## src/shared/wdh_pkg.sv

```systemverilog
// Package of constants and types for the watchdog, halt and wake-up block
package wdh_pkg;

  // ---------------------------------------------------------------
  // Register byte addresses
  // ---------------------------------------------------------------
  localparam logic [11:0] ADDR_WDT_CONFIG = 12'h000;
  localparam logic [11:0] ADDR_SYS_CTRL = 12'h004;
  localparam logic [11:0] ADDR_STATUS = 12'h008;
  localparam logic [11:0] ADDR_WAKE_EN = 12'h00C;
  localparam logic [11:0] ADDR_MODE = 12'h010;
  localparam logic [11:0] ADDR_CMD = 12'h014;

  // ---------------------------------------------------------------
  // Field positions
  // ---------------------------------------------------------------
  localparam int KEY_LSB = 3;
  localparam int SEL_LSB = 0;
  localparam int CTRL_KEEP_BIT = 7;
  localparam int CTRL_KEYRST_BIT = 0;
  localparam int ST_PDF_BIT = 0;
  localparam int ST_TO_BIT = 1;
  localparam int ST_MODE_LSB = 2;
  localparam int ST_HS_BIT = 5;
  localparam int MODE_IDLE_BIT = 0;
  localparam int CMD_HALT_BIT = 0;
  localparam int CMD_CLR_BIT = 1;

  // ---------------------------------------------------------------
  // Reset values and key codes
  // ---------------------------------------------------------------
  localparam logic [7:0] WDT_CONFIG_RST = 8'h53;
  localparam logic [4:0] KEY_ENABLE_A = 5'h0A;
  localparam logic [4:0] KEY_ENABLE_B = 5'h15;

  // ---------------------------------------------------------------
  // Timing
  // ---------------------------------------------------------------
  localparam int KEY_RESET_DELAY_CYC = 16;

  typedef enum logic [2:0] {
    WDH_RUN,
    WDH_SLEEP,
    WDH_IDLE0,
    WDH_IDLE1,
    WDH_START
  } wdh_mode_t;

endpackage

```

## src/hdl/wdh_top.sv

```systemverilog
// Watchdog timer with halt entry and wake-up control
`timescale 1ns/1ps

module wdh_top #(
  parameter int PORT_W = 8,
  parameter int IRQ_W = 4,
  parameter int KEY_DELAY = wdh_pkg::KEY_RESET_DELAY_CYC
) (
  input wire logic sys_clk_in, // 40 MHz clock
  input wire logic rst_n_in, // Async power-on reset
  input wire logic clk_en_in, // Freezes all state but the reset synchroniser when low
  input wire logic sub_tick_in, // One pulse per sub clock period
  input wire logic halt_in, // Halt instruction pulse
  input wire logic clear_watchdog_instr_in, // Clear-watchdog instruction pulse
  input wire logic idle_select_in, // Idle rather than sleep
  input wire logic fast_mode_in, // Core wakes into fast mode
  input wire logic hs_osc_stable_in, // High speed oscillator ready
  input wire logic [PORT_W-1:0] porta_in, // Port A pin levels
  input wire logic [IRQ_W-1:0] irq_flag_in, // Interrupt request flags
  input wire logic [IRQ_W-1:0] irq_enable_in, // Interrupt enables
  input wire logic stack_full_in, // Stack full
  input wire logic psel, // APB select
  input wire logic penable, // APB enable
  input wire logic pwrite, // APB write
  input wire logic [11:0] paddr, // APB address
  input wire logic [31:0] pwdata, // APB write data
  output logic [31:0] prdata, // APB read data
  output logic pready, // APB ready
  output logic pslverr, // APB error
  output logic cpu_run_out, // Core may execute
  output logic sys_clk_en_out, // System clock gate
  output logic timebase_en_out, // Time base clock gate
  output logic full_reset_out, // Whole-device reset pulse
  output logic pc_sp_reset_out, // PC and SP reset pulse
  output logic irq_vector_out, // Take interrupt on wake
  output logic start_up_timer_out // Start-up wait active
);

  // ---------------------------------------------------------------
  // Reset synchroniser
  // ---------------------------------------------------------------
  // Assertion stays asynchronous, release passes two flops
  logic rst_meta, rst_n;
  always_ff @(posedge sys_clk_in or negedge rst_n_in) begin
    if (!rst_n_in) begin
      rst_meta <= 1'b0;
      rst_n <= 1'b0;
    end else begin
      rst_meta <= 1'b1;
      rst_n <= rst_meta;
    end
  end

  // ---------------------------------------------------------------
  // Functions
  // ---------------------------------------------------------------
  function automatic logic key_ok(input logic [4:0] k);
    key_ok = (k == wdh_pkg::KEY_ENABLE_A) || (k == wdh_pkg::KEY_ENABLE_B);
  endfunction

  function automatic logic [18:0] limit(input logic [2:0] s);
    case (s)
      3'h0: limit = 19'h00100;
      3'h1: limit = 19'h00400;
      3'h2: limit = 19'h01000;
      3'h3: limit = 19'h04000;
      3'h4: limit = 19'h08000;
      3'h5: limit = 19'h10000;
      3'h6: limit = 19'h20000;
      default: limit = 19'h40000;
    endcase
  endfunction

  // Address decode for the write error path
  function automatic logic mapped(input logic [11:0] a);
    if (a == wdh_pkg::ADDR_WDT_CONFIG) begin
      mapped = 1'b1;
    end else if (a == wdh_pkg::ADDR_SYS_CTRL) begin
      mapped = 1'b1;
    end else if (a == wdh_pkg::ADDR_STATUS) begin
      mapped = 1'b1;
    end else if (a == wdh_pkg::ADDR_WAKE_EN) begin
      mapped = 1'b1;
    end else if (a == wdh_pkg::ADDR_MODE) begin
      mapped = 1'b1;
    end else if (a == wdh_pkg::ADDR_CMD) begin
      mapped = 1'b1;
    end else begin
      mapped = 1'b0;
    end
  endfunction

  // System clock runs while executing, in idle1 and during start-up
  function automatic logic sys_clock_on(input wdh_pkg::wdh_mode_t m);
    sys_clock_on = (m == wdh_pkg::WDH_RUN) || (m == wdh_pkg::WDH_IDLE1) || (m == wdh_pkg::WDH_START);
  endfunction

  // ---------------------------------------------------------------
  // State
  // ---------------------------------------------------------------
  logic [7:0] wdt_config, next_wdt_config;
  logic idle_sysclk_keep, next_idle_sysclk_keep;
  logic wdt_key_reset_flag, next_wdt_key_reset_flag;
  logic power_down_flag, next_power_down_flag;
  logic wdt_timeout_flag, next_wdt_timeout_flag;
  logic [PORT_W-1:0] porta_wake_enable, next_porta_wake_enable;
  logic [PORT_W-1:0] porta_q, next_porta_q;
  logic [IRQ_W-1:0] irq_mask, next_irq_mask;
  logic [18:0] wdt_count, next_wdt_count;
  logic [15:0] key_delay, next_key_delay;
  logic key_bad, next_key_bad;
  wdh_pkg::wdh_mode_t mode, next_mode;
  logic [31:0] next_prdata;
  logic next_pready;
  logic next_pslverr;
  logic next_cpu_run, next_sys_clk_en, next_tb_en;
  logic next_full_reset, next_pc_sp_reset, next_irq_vector, next_sst;

  logic wr, rd, sw_clr_cmd, sw_halt_cmd;
  logic wr_done, cmd_wr;
  logic [4:0] key;
  logic [2:0] sel;
  logic overflow, asleep, port_wake, irq_wake, do_halt, do_clr;

  assign wr = psel && penable && pwrite;
  assign rd = psel && !penable && !pwrite;
  // Writes land at the edge that completes the transfer
  assign wr_done = wr && pready;
  assign cmd_wr = wr_done && (paddr == wdh_pkg::ADDR_CMD);
  assign sw_halt_cmd = cmd_wr && pwdata[wdh_pkg::CMD_HALT_BIT];
  assign sw_clr_cmd = cmd_wr && pwdata[wdh_pkg::CMD_CLR_BIT];
  assign key = wdt_config[wdh_pkg::KEY_LSB +: 5];
  assign sel = wdt_config[wdh_pkg::SEL_LSB +: 3];
  assign asleep = (mode == wdh_pkg::WDH_SLEEP) || (mode == wdh_pkg::WDH_IDLE0) || (mode == wdh_pkg::WDH_IDLE1);
  assign overflow = sub_tick_in && (wdt_count == limit(sel) - 19'h00001);
  // Edge detector resets high, the idle pin level
  assign port_wake = asleep && |(porta_q & ~porta_in & porta_wake_enable);
  assign irq_wake = asleep && |(irq_flag_in & ~irq_mask);
  assign do_halt = (halt_in || sw_halt_cmd) && (mode == wdh_pkg::WDH_RUN);
  assign do_clr = clear_watchdog_instr_in || sw_clr_cmd;

  // ---------------------------------------------------------------
  // Next-state logic
  // ---------------------------------------------------------------
  always_comb begin
    next_wdt_config = wdt_config;
    next_idle_sysclk_keep = idle_sysclk_keep;
    next_wdt_key_reset_flag = wdt_key_reset_flag;
    next_power_down_flag = power_down_flag;
    next_wdt_timeout_flag = wdt_timeout_flag;
    next_porta_wake_enable = porta_wake_enable;
    next_porta_q = porta_in;
    next_irq_mask = irq_mask;
    next_wdt_count = wdt_count;
    next_key_delay = key_delay;
    next_key_bad = key_bad;
    next_mode = mode;
    next_prdata = 32'h00000000;
    next_pready = 1'b0;
    next_pslverr = 1'b0;
    next_full_reset = 1'b0;
    next_pc_sp_reset = 1'b0;
    next_irq_vector = 1'b0;

    // Register writes
    if (wr_done) begin
      if (paddr == wdh_pkg::ADDR_WDT_CONFIG) begin
        next_wdt_config = pwdata[7:0];
      end else if (paddr == wdh_pkg::ADDR_SYS_CTRL) begin
        next_idle_sysclk_keep = pwdata[wdh_pkg::CTRL_KEEP_BIT];
        if (!pwdata[wdh_pkg::CTRL_KEYRST_BIT]) begin
          next_wdt_key_reset_flag = 1'b0;
        end
      end else if (paddr == wdh_pkg::ADDR_WAKE_EN) begin
        next_porta_wake_enable = pwdata[PORT_W-1:0];
      end
    end

    // Watchdog counter
    if (sub_tick_in) begin
      next_wdt_count = wdt_count + 19'h00001;
    end
    if (do_clr) begin
      next_wdt_count = 19'h00000;
      next_power_down_flag = 1'b0;
    end

    // Key check and delayed reset
    if (!key_ok(key)) begin
      if (!key_bad) begin
        next_key_bad = 1'b1;
        next_key_delay = 16'h0000;
        next_wdt_count = 19'h00000;
      end else if (sub_tick_in) begin
        next_key_delay = key_delay + 16'h0001;
      end
      if (key_bad && sub_tick_in && key_delay == 16'(KEY_DELAY - 1)) begin
        next_full_reset = 1'b1;
        next_wdt_key_reset_flag = 1'b1;
        next_wdt_config = wdh_pkg::WDT_CONFIG_RST;
        next_key_bad = 1'b0;
        next_wdt_count = 19'h00000;
        next_mode = wdh_pkg::WDH_RUN;
      end
    end else begin
      next_key_bad = 1'b0;
    end

    // Halt, wake and overflow
    case (mode)
      wdh_pkg::WDH_RUN: begin
        // Overflow wins over a halt in the same cycle
        if (overflow && key_ok(key)) begin
          next_full_reset = 1'b1;
          next_wdt_timeout_flag = 1'b1;
          next_wdt_count = 19'h00000;
        end else if (do_halt) begin
          next_power_down_flag = 1'b1;
          next_wdt_timeout_flag = 1'b0;
          next_wdt_count = 19'h00000;
          next_irq_mask = irq_flag_in;
          if (!idle_select_in) begin
            next_mode = wdh_pkg::WDH_SLEEP;
          end else if (idle_sysclk_keep) begin
            next_mode = wdh_pkg::WDH_IDLE1;
          end else begin
            next_mode = wdh_pkg::WDH_IDLE0;
          end
        end
      end
      wdh_pkg::WDH_SLEEP, wdh_pkg::WDH_IDLE0, wdh_pkg::WDH_IDLE1: begin
        if (overflow) begin
          next_wdt_timeout_flag = 1'b1;
          next_pc_sp_reset = 1'b1;
          next_wdt_count = 19'h00000;
        end
        if (overflow || port_wake || irq_wake) begin
          next_irq_vector = irq_wake && !overflow && |(irq_flag_in & ~irq_mask & irq_enable_in)
            && !stack_full_in;
          if (mode == wdh_pkg::WDH_SLEEP && fast_mode_in) begin
            next_mode = wdh_pkg::WDH_START;
          end else begin
            next_mode = wdh_pkg::WDH_RUN;
          end
        end
      end
      default: begin
        if (hs_osc_stable_in) begin
          next_mode = wdh_pkg::WDH_RUN;
        end
      end
    endcase

    // Register reads
    if (rd) begin
      if (paddr == wdh_pkg::ADDR_WDT_CONFIG) begin
        next_prdata = {24'h000000, wdt_config};
      end else if (paddr == wdh_pkg::ADDR_SYS_CTRL) begin
        next_prdata = {24'h000000, idle_sysclk_keep, 6'h00, wdt_key_reset_flag};
      end else if (paddr == wdh_pkg::ADDR_STATUS) begin
        next_prdata = {26'h0000000, hs_osc_stable_in, mode, wdt_timeout_flag, power_down_flag};
      end else if (paddr == wdh_pkg::ADDR_WAKE_EN) begin
        next_prdata = 32'(porta_wake_enable);
      end else if (paddr == wdh_pkg::ADDR_MODE || paddr == wdh_pkg::ADDR_CMD) begin
        next_prdata = 32'h00000000;
      end else begin
        next_pslverr = 1'b1;
      end
    end
    if (wr && !pready && !mapped(paddr)) begin
      next_pslverr = 1'b1;
    end
    if (psel && penable && !pready) begin
      next_pready = 1'b1;
      next_pslverr = pslverr || next_pslverr;
      if (!pwrite) begin
        next_prdata = prdata;
        next_pslverr = pslverr;
      end
    end

    // Clock and core gating outputs
    next_cpu_run = (next_mode == wdh_pkg::WDH_RUN);
    next_sys_clk_en = sys_clock_on(next_mode);
    next_tb_en = (next_mode != wdh_pkg::WDH_SLEEP);
    next_sst = (next_mode == wdh_pkg::WDH_START);
  end

  // ---------------------------------------------------------------
  // Registers
  // ---------------------------------------------------------------
  always_ff @(posedge sys_clk_in or negedge rst_n) begin
    if (!rst_n) begin
      wdt_config <= wdh_pkg::WDT_CONFIG_RST;
      idle_sysclk_keep <= 1'b0;
      wdt_key_reset_flag <= 1'b0;
      power_down_flag <= 1'b0;
      wdt_timeout_flag <= 1'b0;
      porta_wake_enable <= '0;
      porta_q <= '1;
      irq_mask <= '0;
      wdt_count <= 19'h00000;
      key_delay <= 16'h0000;
      key_bad <= 1'b0;
      mode <= wdh_pkg::WDH_RUN;
      prdata <= 32'h00000000;
      pready <= 1'b0;
      pslverr <= 1'b0;
      cpu_run_out <= 1'b1;
      sys_clk_en_out <= 1'b1;
      timebase_en_out <= 1'b1;
      full_reset_out <= 1'b0;
      pc_sp_reset_out <= 1'b0;
      irq_vector_out <= 1'b0;
      start_up_timer_out <= 1'b0;
    end else if (clk_en_in) begin
      wdt_config <= next_wdt_config;
      idle_sysclk_keep <= next_idle_sysclk_keep;
      wdt_key_reset_flag <= next_wdt_key_reset_flag;
      power_down_flag <= next_power_down_flag;
      wdt_timeout_flag <= next_wdt_timeout_flag;
      porta_wake_enable <= next_porta_wake_enable;
      porta_q <= next_porta_q;
      irq_mask <= next_irq_mask;
      wdt_count <= next_wdt_count;
      key_delay <= next_key_delay;
      key_bad <= next_key_bad;
      mode <= next_mode;
      prdata <= next_prdata;
      pready <= next_pready;
      pslverr <= next_pslverr;
      cpu_run_out <= next_cpu_run;
      sys_clk_en_out <= next_sys_clk_en;
      timebase_en_out <= next_tb_en;
      full_reset_out <= next_full_reset;
      pc_sp_reset_out <= next_pc_sp_reset;
      irq_vector_out <= next_irq_vector;
      start_up_timer_out <= next_sst;
    end
  end

endmodule // wdh_top

```

## config.mk

```make
export PLATFORM = sky130hd
export DESIGN_NAME = wdh_top
export DESIGN_NICKNAME = d
export VERILOG_FILES = /design/src/shared/wdh_pkg.sv /design/src/hdl/wdh_top.sv
export SDC_FILE = /design/constraint.sdc
export NUM_CORES = 1
export LEC_CHECK = 0
export BUFFER_PORTS_ARGS = -buffer_cell sky130_fd_sc_hd__buf_2
export CORE_MARGIN = 2
export CORE_UTILIZATION = 55
export CTS_CLUSTER_SIZE = 25
export DETAILED_ROUTE_END_ITERATION = 6
export PLACE_DENSITY = 0.81
export SLEW_MARGIN = 15
export SYNTH_ARGS = -nofsm -noshare
export SYNTH_HDL_FRONTEND = slang
export SYNTH_SLANG_ARGS = --single-unit
```

## constraint.sdc

```tcl
create_clock -name sys_clk_in -period 3.85 [get_ports sys_clk_in]
set_clock_uncertainty 0.2 [all_clocks]
set_input_delay 0.5775 -clock sys_clk_in [delete_from_list [all_inputs] [get_ports sys_clk_in]]
set_output_delay 0.5775 -clock sys_clk_in [all_outputs]
set_load 0.05 [all_outputs]
```

Yosys cells after proc, flatten, opt, wreduce, memory -nomap -nowiden
Cells that the tools add are included.

storage, ports and cells
  register bits = 114
  input bits = 73
  output and inout bits = 41
  logic and storage cells = 189

cells by class
  add/subtract/negate cells = 3
  equality and inequality tests = 25
  multiplexer cells = 73
  bitwise logic cells = 10
  reduce and logical (&&, ||, !) cells = 54

operators by type and width
  operator                                                              number
  19-bit two-way mux                                                    8
  19-bit one-hot mux with 7 select lines                                1
  8-bit two-way mux                                                     9
  32-bit two-way mux                                                    2
  1-bit two-way mux                                                     40
  19-bit one-hot mux with 2 select lines                                1
  16-bit two-way mux                                                    2
  12-bit by 4-bit == test with 1-bit output, second input constant      2
  12-bit by 5-bit == test with 1-bit output, second input constant      2
  1-bit logical AND                                                     22
  3-bit two-way mux                                                     7
  19-bit by 1-bit adder with 19-bit output, second input constant       1
  19-bit == test                                                        1
  19-bit by 1-bit subtractor with 19-bit output, second input constant  1
  16-bit by 1-bit adder with 16-bit output, second input constant       1
  8-bit AND                                                             2
  16-bit by 4-bit == test with 1-bit output, second input constant      1
  3-bit by 2-bit == test with 1-bit output, second input constant       5
  12-bit by 3-bit == test with 1-bit output, second input constant      1
  3-bit == test, second input constant                                  4
  12-bit zero test                                                      1
  4-bit AND reduction                                                   3
  1-bit logical OR                                                      11
  3-bit zero test                                                       3
  21 further kinds                                                      34

Longest topological paths before layout
  depth in word-level cells = 13
  depth in mapped cells = 13

Worst setup path after synthesis
No wires, ideal clock.

  kind = register -> register
  start point = reg wdt_config[2]
  end point = reg wdt_count[1]
  library setup time = 0.122 ns
  arrival = 2.985 ns
  required time = 3.528 ns
  slack = 0.543 ns
  stages on the path, launching flop included = 13
  path buffers = 3
  period minus slack after synthesis = 3.307 ns
  cells stage by stage = dfrtp_1 buf_2 or2_2 or2_2 ha_1 buf_2 xor2_1 or3_1 nor3_4 o2111ai_4 o211a_1 buf_6 a32o_1

between the ends
  word-level cells in the longest chain between the ends = 8

ends and longest elaborated chain
  item                                               line            RTL
  start: declaration                                 wdh_top.sv:101  logic [7:0] wdt_config, next_wdt_config;
  start signal: assignment                           wdh_top.sv:294  wdt_config <= wdh_pkg::WDT_CONFIG_RST;
  start signal: assignment                           wdh_top.sv:317  wdt_config <= next_wdt_config;
  3-bit == test, or another cell as far along        wdh_top.sv:62   case (s)
  19-bit one-hot mux with 7 select lines (*)         wdh_top.sv:62
  19-bit by 1-bit subtractor with 19-bit output (*)  wdh_top.sv:135  assign overflow = sub_tick_in && (wdt_count == limit(sel) - 19'h00001);
  19-bit == test (*)                                 wdh_top.sv:135
  1-bit logical AND (*)                              wdh_top.sv:135
  1-bit logical AND                                  wdh_top.sv:213  if (overflow && key_ok(key)) begin
  19-bit two-way mux                                 wdh_top.sv:213
  19-bit one-hot mux with 2 select lines (*)         wdh_top.sv:210  case (mode)
  end signal: assignment                             wdh_top.sv:325  wdt_count <= next_wdt_count;
  end: declaration                                   wdh_top.sv:109  logic [18:0] wdt_count, next_wdt_count;

Mark *: on every way between the ends. The rest lies on a longest branch, timed or not.
A chain may end at the register's enable or synchronous reset.

Final worst setup path
  start point = reg wdt_config[2]
  end point = reg wdt_count[0]

Same word-level chain as after synthesis.

==> out/metrics.yaml <==
worstMarginPinSlew_ps: 917
grt_antenna_before_repair: 0
gp_congestion: 0.858
crit_arrival_ps: 3620
postCtsSetupRepairBufs: 0
grt_use_total: 0.248
pwr-share-comb: 0.184
rows: 35
critPathKind: "register to register"
synth_top_family_by_area: "simple AND/OR/NAND/NOR gates"
clock_sinks: 90
r2r_end: "wdt_count[0]"
seq_power_share: 0.508
setup_violations: 0
p_leak_nw: 2.59
netSwitchingFraction: 0.317
cts-buffers-inserted: 9
switchingPower_uw: 715
dr_wl_met2_um: 5920
synth_compound_gate_area_share: 0.162
wl_met3_um: 830
ioPinCount: 114
initialDrtViolationCount: 292
layout.nets: 677
drc_errors: 1
yosys_most_used_dff: "dfrtp_1"
chipWidth_um: 102
vias: 4377
dp_hpwl_um: 8850
routedWlPerCell_um: 16.7
final_layout_size_suffix_gt1_frac: 0.249
antenna_cells: 0
core-area_um2: 9240
highest_layer: "met4"
synth_seq_cells: 90
synth_xor_area_frac: 0.0351
worstPathMaxFanout: 18
htreeDepth: 3
synth_fa_ha_area_frac: 0.00931
clk-insertion-delay-late_ps: 370
synthTopCellsByCount: "dfrtp_1, nor2_1, nand2_1, o21ai_0, buf_4"
synth_cells: 538
grt_pass1_vias: 4220
post-route-util: 0.628
finalHoldViolations: 0
worstSetupStartpointType: "register"
avgSynthCellArea_um2: 9.74
holdPathStages: 0
synthArstFlopShare: 1.00
violations: "design-rule violations"
start_util: 0.567
synth_edf_count: 0
crit_end: "wdt_count[0]"
wl_um: 12200
hp-class: "register to register"
ys_seq_area_frac: 0.433
cts_root_buf: "clkbuf_8"
drtPass1Iterations: 7
die_h_um: 102
worst_ir_drop_vdd_uv: 287
port_buffers: 65
synth_top_area_cell: "dfrtp_1"
ant_nets: 0
cts_resized: 0
pwr-share-clk: 0.308
die_area_um2: 10300
clk_path_buf_depth: 2
power_density_nw_per_um2: 388
worst-r2r-cell-count: 10
final.setup.tns_ps: 0
maxSlewHeadroom: 0.383
netlist-cell-type-count: 75
syn_area_um2: 5240
yosysMostFrequentCell: "dfrtp_1"
min_period_over_period: 0.926
grt_pass1_wl_um: 20400
yosys.area_share.simple: 0.227
area_growth_pct: 10.8
cts.clk_slew.worst_paths_ps: 90
rsz0062_at_grt: "no"
startpoint: "wdt_config[2]"
maxCapViolations: 0
status: "finished, violations left"
synth_top_area_frac: 0.358
drv_slew: 0
grt_max_degree: 68
intPower_mw: 1.54
final.min_clock_period_ps: 3560
yosys_warnings: 0
crit_required_ps: 3910
fmax_mhz: 281
synth_mux_area_frac: 0.0666
cts_tree: "built"
reg2reg_slack_ps: 290
timing.rr.start: "wdt_config[2]"
grt_overflow: 0
routed_via_density: 5.96
met1Wirelength_um: 5370
synth_area_leaders: "dfrtp_1, dfstp_2, mux2_2"
critPathCaptureType: "register"
## sequential cells by signal, indices dropped and copies added (netlist names), 3 cells and up
name and cells:
mode 3, wdt_config 8, porta_wake_enable 8, key_delay 16
wdt_count 19, irq_mask 4, prdata 8, porta_q 8
## cell usage in the layout (no fill, tap or decap), types with 6 or more instances in the layout
| master | Yosys | layout |
|---|---|---|
| dfrtp_1 | 75 | 74 |
| buf_2 | 5 | 65 |
| nor2_1 | 49 | 49 |
| nand2_1 | 44 | 44 |
| o21ai_0 | 26 | 26 |
| conb_1 | 2 | 25 |
| mux2_2 | 23 | 23 |
| a21oi_1 | 19 | 19 |
| inv_1 | 16 | 16 |
| nand3_1 | 16 | 16 |
| xnor2_1 | 16 | 16 |
| nor3_1 | 15 | 15 |
| dfstp_2 | 15 | 15 |
| nand4_1 | 14 | 14 |
| a22o_1 | 11 | 11 |
| nor4_1 | 11 | 11 |
| clkbuf_8 | 0 | 11 |
| nand3b_1 | 10 | 10 |
| mux2i_1 | 9 | 9 |
| a22oi_1 | 9 | 9 |
| or3_1 | 8 | 8 |
| a21o_1 | 8 | 8 |
| buf_4 | 25 | 6 |
## per-layer routing
| layer | GRT usage | vias to the layer above |
|---|---|---|
| met2 | 0.407 | 180 |
| met3 | 0.0428 | 13 |
| li1 | - | 2049 |
| met5 | 0 | - |
| met4 | 0.0655 | 0 |
| met1 | 0.342 | 2135 |
## final cells by class
cell class / instances / area (um^2)
clock buffers: 11 / 151
clock inverters: 5 / 60.1
fillers: 735 / 3430
inverters: 17 / 63.8
multi-input cells: 411 / 2710
flip-flops and latches: 90 / 2270
well taps: 129 / 161
repair buffers: 72 / 380
## kinds of logic (layout without fill, tap and decap cells)
logic type / Yosys count / in the layout
adders and majority gates: 4 / 4
xor gates and xnor gates: 21 / 21
buffers and inverters: 60 / 105
and+or+nand+nor: 215 / 215
muxes: 32 / 32
other: 2 / 25
DFF: 90 / 90
AOI/OAI and AO/OA: 114 / 114
## power groups by stage
| stage | Sequential (mW) | Clock (mW) | Combinational, mW |
|---|---|---|---|
| floorplan | 1.17 | 0 | 0.302 |
| global placement | 1.15 | 0 | 0.396 |
| detailed placement | 1.16 | 0 | 0.414 |
| CTS | 1.14 | 0.702 | 0.415 |
| global route | 1.16 | 0.735 | 0.456 |
| finish | 1.14 | 0.693 | 0.415 |
## repair_timing
item / CTS / global route
endpoints found under the setup margin: 0 / 0
endpoints found under the hold margin: 2 / 0
hold buffers: 1 / 0
## metrics by stage
step / power [mW] / std cells / instance area (um^2) / worst slack, ps / hold slack, ps
finish: 2.25 / 735 / 5810 / 285 / 170
global route: 2.35 / 735 / 5810 / 95.1 / 183
CTS: 2.26 / 735 / 5810 / 309 / 173
detailed placement: 1.58 / 718 / 5580 / 336 / 140
global placement: 1.55 / 718 / 5580 / 387 / 143
floorplan: 1.48 / 561 / 5330 / 543 / 81.9
## worst min-delay path by stage
stage	from	endpoint	slack, ps
after detailed placement	rst_meta	rst_n	140
after floorplan	rst_n_in	rst_meta	80
after global routing	rst_meta	rst_n	180
after global placement	rst_meta	rst_n	140
after CTS	rst_meta	rst_n	170
final	rst_meta	rst_n	170
## critical path: stages, from the launching register on
cell and delay, ps:
dfrtp_1 440, buf_4 180, or3_1 410, ha_1 330, xor2_1 190, or3_1 370
nor3_4 190, o2111ai_4 210, o211ai_4 540, o21ai_1 150, a22o_1 250
(Power assumes the default switching activity.)
